==> src/rsw_regs.svh <==
// timing constants and build-time options for the reset supervisor watchdog
`ifndef RSW_REGS_SVH
`define RSW_REGS_SVH

`define RSW_CLK_MHZ 100
// manual input must stay put this long before it is believed
`define RSW_MR_FILTER_NS 1000
// documented glitch width that must be rejected
`define RSW_MR_GLITCH_NS 100
// shortest service pulse that must count as an edge
`define RSW_WDI_MIN_PULSE_NS 50
// width of the self-service high pulse
`define RSW_SELF_PULSE_NS 1000
`define RSW_SELF_NUM 7
`define RSW_SELF_DEN 8

`define RSW_HOLD_0_US 1000
`define RSW_HOLD_1_US 20000
`define RSW_HOLD_2_US 140000
`define RSW_HOLD_3_US 1120000
`define RSW_HOLD_SEL_DEFAULT 2

`define RSW_WD_0_US 6300
`define RSW_WD_1_US 102000
`define RSW_WD_2_US 1600000
`define RSW_WD_3_US 25600000
`define RSW_WD_SEL_DEFAULT 2

`endif

==> src/rsw_pkg.sv <==
// types and cycle-count helpers for the reset supervisor watchdog
`include "rsw_regs.svh"

package rsw_pkg;

  typedef enum logic [1:0] {
    RSW_RUN,
    RSW_MANUAL,
    RSW_HOLD
  } rsw_state_t;

  // the three views of the reset output
  typedef struct packed {
    logic reset_n;
    logic reset_h;
    logic od_out;
    logic od_oe_n;
  } rsw_reset_pins_t;

  // the service pin seen as a two-way pin
  typedef struct packed {
    logic out;
    logic oe_n;
  } rsw_wdi_drive_t;

  function automatic longint unsigned rsw_ns_cycles(input longint unsigned ns);
    rsw_ns_cycles = (ns * `RSW_CLK_MHZ + 64'd999) / 64'd1000;
    if (rsw_ns_cycles == 64'd0) begin
      rsw_ns_cycles = 64'd1;
    end
  endfunction : rsw_ns_cycles

  function automatic longint unsigned rsw_hold_cycles(input int unsigned sel);
    case (sel)
      0: rsw_hold_cycles = 64'(`RSW_HOLD_0_US) * `RSW_CLK_MHZ;
      1: rsw_hold_cycles = 64'(`RSW_HOLD_1_US) * `RSW_CLK_MHZ;
      2: rsw_hold_cycles = 64'(`RSW_HOLD_2_US) * `RSW_CLK_MHZ;
      default: rsw_hold_cycles = 64'(`RSW_HOLD_3_US) * `RSW_CLK_MHZ;
    endcase
  endfunction : rsw_hold_cycles

  function automatic longint unsigned rsw_wd_cycles(input int unsigned sel);
    case (sel)
      0: rsw_wd_cycles = 64'(`RSW_WD_0_US) * `RSW_CLK_MHZ;
      1: rsw_wd_cycles = 64'(`RSW_WD_1_US) * `RSW_CLK_MHZ;
      2: rsw_wd_cycles = 64'(`RSW_WD_2_US) * `RSW_CLK_MHZ;
      default: rsw_wd_cycles = 64'(`RSW_WD_3_US) * `RSW_CLK_MHZ;
    endcase
  endfunction : rsw_wd_cycles

endpackage : rsw_pkg

==> src/rsw_supervisor.sv <==
// reset supervisor with manual reset input, watchdog and reset output stages
`timescale 1ns/1ps
`default_nettype none
`include "rsw_regs.svh"

module rsw_supervisor #(
  parameter int unsigned HOLD_SEL = `RSW_HOLD_SEL_DEFAULT,
  parameter int unsigned WD_SEL = `RSW_WD_SEL_DEFAULT,
  parameter longint unsigned HOLD_CYCLES = rsw_pkg::rsw_hold_cycles(HOLD_SEL),
  parameter longint unsigned WD_CYCLES = rsw_pkg::rsw_wd_cycles(WD_SEL),
  parameter int unsigned CNT_W = 32
) (
  input wire logic clock,
  input wire logic rst_n,
  input wire logic manual_reset_request_n,
  input wire logic watchdog_service_input,
  output rsw_pkg::rsw_wdi_drive_t wdi_drive,
  output rsw_pkg::rsw_reset_pins_t reset_pins
);
  import rsw_pkg::*;

  localparam logic [CNT_W-1:0] HOLD_LAST = CNT_W'(HOLD_CYCLES - 64'd1);
  localparam logic [CNT_W-1:0] WD_LAST = CNT_W'(WD_CYCLES - 64'd1);
  localparam logic [CNT_W-1:0] SELF_AT =
    CNT_W'((WD_CYCLES * `RSW_SELF_NUM) / `RSW_SELF_DEN - 64'd1);
  localparam int unsigned FLT_W = 16;
  localparam logic [FLT_W-1:0] FLT_LAST =
    FLT_W'(rsw_ns_cycles(`RSW_MR_FILTER_NS) - 64'd1);
  localparam logic [FLT_W-1:0] SELF_LEN = FLT_W'(rsw_ns_cycles(`RSW_SELF_PULSE_NS));

  // input synchronisers and filter state
  logic mr_meta_reg;
  logic mr_meta_next;
  logic mr_sync_reg;
  logic mr_sync_next;
  logic mr_filt_reg;
  logic mr_filt_next;
  logic [FLT_W-1:0] flt_cnt_reg;
  logic [FLT_W-1:0] flt_cnt_next;
  logic wdi_meta_reg;
  logic wdi_meta_next;
  logic wdi_sync_reg;
  logic wdi_sync_next;
  logic wdi_last_reg;
  logic wdi_last_next;
  logic wdi_edge;

  always_comb begin
    mr_meta_next = manual_reset_request_n;
    mr_sync_next = mr_meta_reg;
    wdi_meta_next = watchdog_service_input;
    wdi_sync_next = wdi_meta_reg;
    wdi_last_next = wdi_sync_reg;
  end

  assign wdi_edge = wdi_sync_reg ^ wdi_last_reg;

  // the filter answers bounce and glitch alike: any level must persist
  // for the whole window, so a 100ns dip never reaches the state machine
  always_comb begin
    mr_filt_next = mr_filt_reg;
    flt_cnt_next = '0;
    if (mr_sync_reg != mr_filt_reg) begin
      if (flt_cnt_reg == FLT_LAST) begin
        mr_filt_next = mr_sync_reg;
      end else begin
        flt_cnt_next = flt_cnt_reg + FLT_W'(1);
      end
    end
  end

  always_ff @(posedge clock) begin
    if (!rst_n) begin
      // idle levels, so no false edge or press follows reset
      mr_meta_reg <= 1'b1;
      mr_sync_reg <= 1'b1;
      mr_filt_reg <= 1'b1;
      flt_cnt_reg <= '0;
      wdi_meta_reg <= 1'b0;
      wdi_sync_reg <= 1'b0;
      wdi_last_reg <= 1'b0;
    end else begin
      mr_meta_reg <= mr_meta_next;
      mr_sync_reg <= mr_sync_next;
      mr_filt_reg <= mr_filt_next;
      flt_cnt_reg <= flt_cnt_next;
      wdi_meta_reg <= wdi_meta_next;
      wdi_sync_reg <= wdi_sync_next;
      wdi_last_reg <= wdi_last_next;
    end
  end

  // supervisor state and counters
  rsw_state_t state_reg;
  rsw_state_t state_next;
  logic [CNT_W-1:0] hold_cnt_reg;
  logic [CNT_W-1:0] hold_cnt_next;
  logic [CNT_W-1:0] wd_cnt_reg;
  logic [CNT_W-1:0] wd_cnt_next;
  logic [FLT_W-1:0] self_cnt_reg;
  logic [FLT_W-1:0] self_cnt_next;
  rsw_reset_pins_t pins_reg;
  rsw_reset_pins_t pins_next;
  logic reset_on;
  logic wd_expired;
  rsw_wdi_drive_t drive_reg;
  rsw_wdi_drive_t drive_next;

  // an edge in the last count still counts as service
  assign wd_expired = !wdi_edge && (wd_cnt_reg == WD_LAST);

  always_comb begin
    state_next = state_reg;
    hold_cnt_next = '0;
    case (state_reg)
      RSW_RUN: begin
        if (!mr_filt_reg) begin
          state_next = RSW_MANUAL;
        end else if (wd_expired) begin
          state_next = RSW_HOLD;
        end
      end
      RSW_MANUAL: begin
        if (mr_filt_reg) begin
          state_next = RSW_HOLD;
        end
      end
      RSW_HOLD: begin
        if (!mr_filt_reg) begin
          state_next = RSW_MANUAL;
        end else if (hold_cnt_reg == HOLD_LAST) begin
          state_next = RSW_RUN;
        end else begin
          hold_cnt_next = hold_cnt_reg + CNT_W'(1);
        end
      end
      default: begin
        state_next = RSW_HOLD;
      end
    endcase
  end

  // watchdog counter; held clear through reset so it restarts at zero
  always_comb begin
    if (state_reg != RSW_RUN) begin
      wd_cnt_next = '0;
    end else if (wdi_edge) begin
      wd_cnt_next = '0;
    end else if (wd_cnt_reg == WD_LAST) begin
      wd_cnt_next = '0;
    end else begin
      wd_cnt_next = wd_cnt_reg + CNT_W'(1);
    end
  end

  // self-service: a weak low-high-low drive that only shows on the pin
  // when nobody else drives it; a driven pin simply overrides it
  // the count-down fixes the pulse width whatever the pin does meanwhile
  always_comb begin
    self_cnt_next = '0;
    if (state_reg == RSW_RUN && !wdi_edge && wd_cnt_reg == SELF_AT) begin
      self_cnt_next = SELF_LEN;
    end else if (self_cnt_reg != '0) begin
      self_cnt_next = self_cnt_reg - FLT_W'(1);
    end
  end

  // pins follow the next state so every reset view moves on one edge
  assign reset_on = (state_next != RSW_RUN);

  always_comb begin
    // weak drive stays enabled; a stronger processor drive wins on the pin
    drive_next.out = (self_cnt_next != '0);
    drive_next.oe_n = 1'b0;
    pins_next.od_out = 1'b0;
    pins_next.od_oe_n = ~reset_on;
    pins_next.reset_n = ~reset_on;
    pins_next.reset_h = reset_on;
  end

  // power-up enters hold so the processor sees one full reset period
  always_ff @(posedge clock) begin
    if (!rst_n) begin
      state_reg <= RSW_HOLD;
      hold_cnt_reg <= '0;
      wd_cnt_reg <= '0;
      self_cnt_reg <= '0;
      pins_reg.reset_n <= 1'b0;
      pins_reg.reset_h <= 1'b1;
      pins_reg.od_out <= 1'b0;
      pins_reg.od_oe_n <= 1'b0;
      drive_reg.out <= 1'b0;
      drive_reg.oe_n <= 1'b0;
    end else begin
      state_reg <= state_next;
      hold_cnt_reg <= hold_cnt_next;
      wd_cnt_reg <= wd_cnt_next;
      self_cnt_reg <= self_cnt_next;
      pins_reg <= pins_next;
      drive_reg <= drive_next;
    end
  end

  // both outputs leave flip-flops, so no view glitches between edges
  assign reset_pins = pins_reg;
  assign wdi_drive = drive_reg;

endmodule : rsw_supervisor
`default_nettype wire

==> config.mk <==
export PLATFORM = sky130hd
export DESIGN_NAME = rsw_supervisor
export DESIGN_NICKNAME = d
export VERILOG_FILES = /design/src/rsw_pkg.sv /design/src/rsw_supervisor.sv
export VERILOG_INCLUDE_DIRS = /design/src /design/src/src
export SDC_FILE = /design/constraint.sdc
export NUM_CORES = 1
export LEC_CHECK = 0
export ABC_AREA = 1
export CORE_MARGIN = 5
export CORE_UTILIZATION = 55
export CTS_BUF_LIST = sky130_fd_sc_hd__clkbuf_2 sky130_fd_sc_hd__clkbuf_4 sky130_fd_sc_hd__clkbuf_8
export CTS_CLUSTER_DIAMETER = 120
export DETAILED_ROUTE_END_ITERATION = 8
export DONT_BUFFER_PORTS = 1
export PLACE_DENSITY = 0.7
export SLEW_MARGIN = 15
export SYNTH_ARGS = -nofsm -noshare
export SYNTH_HDL_FRONTEND = slang
export SYNTH_SLANG_ARGS = --single-unit
==> constraint.sdc <==
create_clock -name clock -period 3 [get_ports clock]
set_input_delay 0.15 -clock clock [delete_from_list [all_inputs] [get_ports clock]]
set_output_delay 0.15 -clock clock [all_outputs]
set_load 0.03 [all_outputs]
==> results.toml <==
[outcome]
status = "finished, final reports clean"

[synth]
ys_seq_area_frac = 0.3823
yosys.area.top_type = "dfxtp_1"
synth_top_family_by_area = "simple AND/OR/NAND/NOR gates"
synth_top_area_share = 0.3823
synth.area.top_cells = "dfxtp_1 (38%), nand2_1 (11%), nor2_1 (9.0%), inv_1 (6.4%), nor3_1 (4.2%)"
muxShareOfSynthArea = 0
synth_cells = 800
synthAdderAreaFrac = 0.008933
yosys.area_share.simple = 0.4285
syn_area_per_cell_um2 = 7.004
yosys_warnings = 0
synth_area_um2 = 5603
yosysUniqueCellTypes = 38
synth_xor_area_frac = 0.04690
synth-compound-area-share = 0.04556
synth_seq_cells = 107

[clocking]
worstSkewPairLatency_ns = 0.38
cts_root_buffer = "clkbuf_8"
path_clk_slew_ns = 0.11
cts_resized = 0
cts_buffer_depth = 2
cts_tree = "built"
cts-htree-levels = 3
postCtsSetupRepairBufs = 0
clock-sinks = 107
cts-buffers-inserted = 9

[setup_path]
reg2regPathDepth = 12
r2r_start = "wd_cnt_reg[0]$_SDFF_PP0_"
worstSetupStartpoint = "wd_cnt_reg[0]$_SDFF_PP0_"
r2r_slack_ns = 0.98
start_kind = "register"
crit_path_end_kind = "register"
worst-setup-path-type = "register to register"
cp.arrival_ns = 2.29
cp_data_required_time_ns = 3.27
critPathMaxFanout = 12
r2r_end = "wdi_drive[1]$_SDFF_PN0_"

[power]
ir_worst_vdd_uv = 707.5
internal_power_mw = 2.281
p_leak_nw = 2.144
p_comb_frac = 0.284
p_sw_mw = 1.243
power.share.switching = 0.3528
seqPwrFrac = 0.456
clkPwrFrac = 0.261
powerDensity_nw_per_um2 = 594.3

[floorplanning]
floorplan.initialDensity = 0.5680
ioPinCount = 10
rows = 36
die_h_um = 110.9
die_x_um = 110.9
core_um2 = 9864
die_area_um2 = 12310

[timing]
slew_viol_final = 0
max_freq_ghz = 0.4958
rsz0062_at_grt = "no"
final.min_clock_period_ns = 2.017
finalHoldViolations = 0
worstMarginPinSlew_ns = 1.153
finalCritPeriodShare = 0.6724
fin_tns_setup_ns = 0
skew_ns = 0.01236
setup_viol = 0
max-slew-margin-rel = 0.2278

[place]
io_buffers = 0
hpwl_um = 8448
gp_congestion = 0.9181

[global_route]
grt.overflow.total = 0
grt_start_max_net_pins = 33
antenna_found_initial = 0
grt_usage = 0.1917
grt_pass1_wl_um = 20180
grt_pass1_vias = 4518

[finish]
drive_gt1_frac = 0.1053
synthToLayoutAreaGrowth_pct = 5.829
nets = 810
n_antenna_cell = 0
final_util = 0.6011

[worst_hold_path]
hp-start = "rst_n"
hold_depth = 2
hold_end = "self_cnt_reg[10]$_SDFF_PN0_"
hp-class = "primary input to register"

[routing]
drt-initial-drc-count = 277
drc = 0
drtPass1Iterations = 5
ant_nets = 0
vias = 4866
wire_per_inst_um = 11.94
vias_per_cell = 5.177
wl_um = 11220

[flow_run]
cap_violations = 0
-- cell families after synthesis --
family	count (synthesis)
buffers and inverters	120
XOR/XNOR	30
AO/OA/AOI/OAI	48
AND/OR/NAND/NOR	490
flip-flops	107
adder cells (fa/ha/maj)	4
other	1
-- critical path: stages (launching register included) --
cell,delay (ns)
dfxtp_1,0.37
ha_1,0.18
nand2_1,0.10
nor2_4,0.13
nand2_4,0.10
nor2_4,0.13
nand3_2,0.27
nand3_1,0.20
nand2_1,0.08
nor2_1,0.14
nand2_1,0.06
nor2_1,0.09
nor2_1,0.05
-- stage by stage --
stage               cells  total power, mW  worst slack [ns]  area [um2]  hold slack, ns
floorplan             801            2.460             1.365        5607          0.2435
global placement      921            2.600             1.064        5690          0.2451
detailed placement    921            2.618             1.010        5690          0.2524
CTS                   940            3.545            0.9906        5929         0.04486
global route          940            3.797            0.7644        5929         0.05185
finish                940            3.524            0.9829        5929         0.05554
-- per-layer routing --
layer	global-route usage	wire, um
met5	0	0
met4	0.05665	155
met1	0.2562	5368
met3	0.04312	530
met2	0.3099	5166
-- cell usage after synthesis, drive strengths merged --
cell    instances
ha              4
nand3b          2
and3            1
nor4           10
xor2           22
a211oi          1
o21a            2
o211ai          1
o21ai          11
buf            12
conb            1
nand3          46
nor3b          18
xnor2           8
inv           106
nand4          20
a21oi          29
nor2          153
nor3           51
nand2         173
clkbuf          2
a31oi           4
dfxtp         107
or2            16
-- cell type report --
cell class / count / area, um2
Clock inverter: 7 / 85.08
Timing Repair Buffer: 4 / 37.54
Fill cell: 939 / 3935
Clock buffer: 9 / 123.9
Multi-Input combinational cell: 574 / 2977
Tap cell: 133 / 166.4
Sequential cell: 107 / 2142
Inverter: 106 / 397.9
-- cell usage in the layout, fill, tap and decap left out, drive strengths merged, types with 3 or more instances in the layout --
cell type    instances
inv                109
or2                 16
nand2              173
nor3b               18
nor3                51
a21oi               29
o21ai               11
nor2               153
dlygate4sd3          3
dfxtp              107
clkbuf               9
ha                   4
nand4               20
nand3               46
a31oi                4
xor2                22
nor4                10
xnor2                8
-- power groups by stage --
stage / Combinational (mW) / Clock (mW) / Sequential, mW
finish: 0.999 / 0.919 / 1.61
global route: 1.16 / 1.01 / 1.62
CTS: 0.990 / 0.951 / 1.60
detailed placement: 0.983 / 0 / 1.64
global placement: 0.965 / 0 / 1.63
floorplan: 0.844 / 0 / 1.62
-- worst max-delay path by stage --
stage                            endpoint  slack (ns)  cells past startpoint
2_1_floorplan     wdi_drive[1]$_SDFF_PN0_        1.37                     12
3_3_place_gp      wdi_drive[1]$_SDFF_PN0_        1.06                     12
3_5_place_dp      wdi_drive[1]$_SDFF_PN0_        1.01                     12
4_1_cts           wdi_drive[1]$_SDFF_PN0_        0.99                     12
5_1_grt        flt_cnt_reg[14]$_SDFF_PP0_        0.76                     12
6_report          wdi_drive[1]$_SDFF_PN0_        0.98                     12
-- timing repair --
action,4_1_cts,5_1_grt
hold buffers,3,0
setup endpoints to repair,0,0
hold endpoints to repair,6,0
No activity file was read; power rests on OpenSTA's default activity.
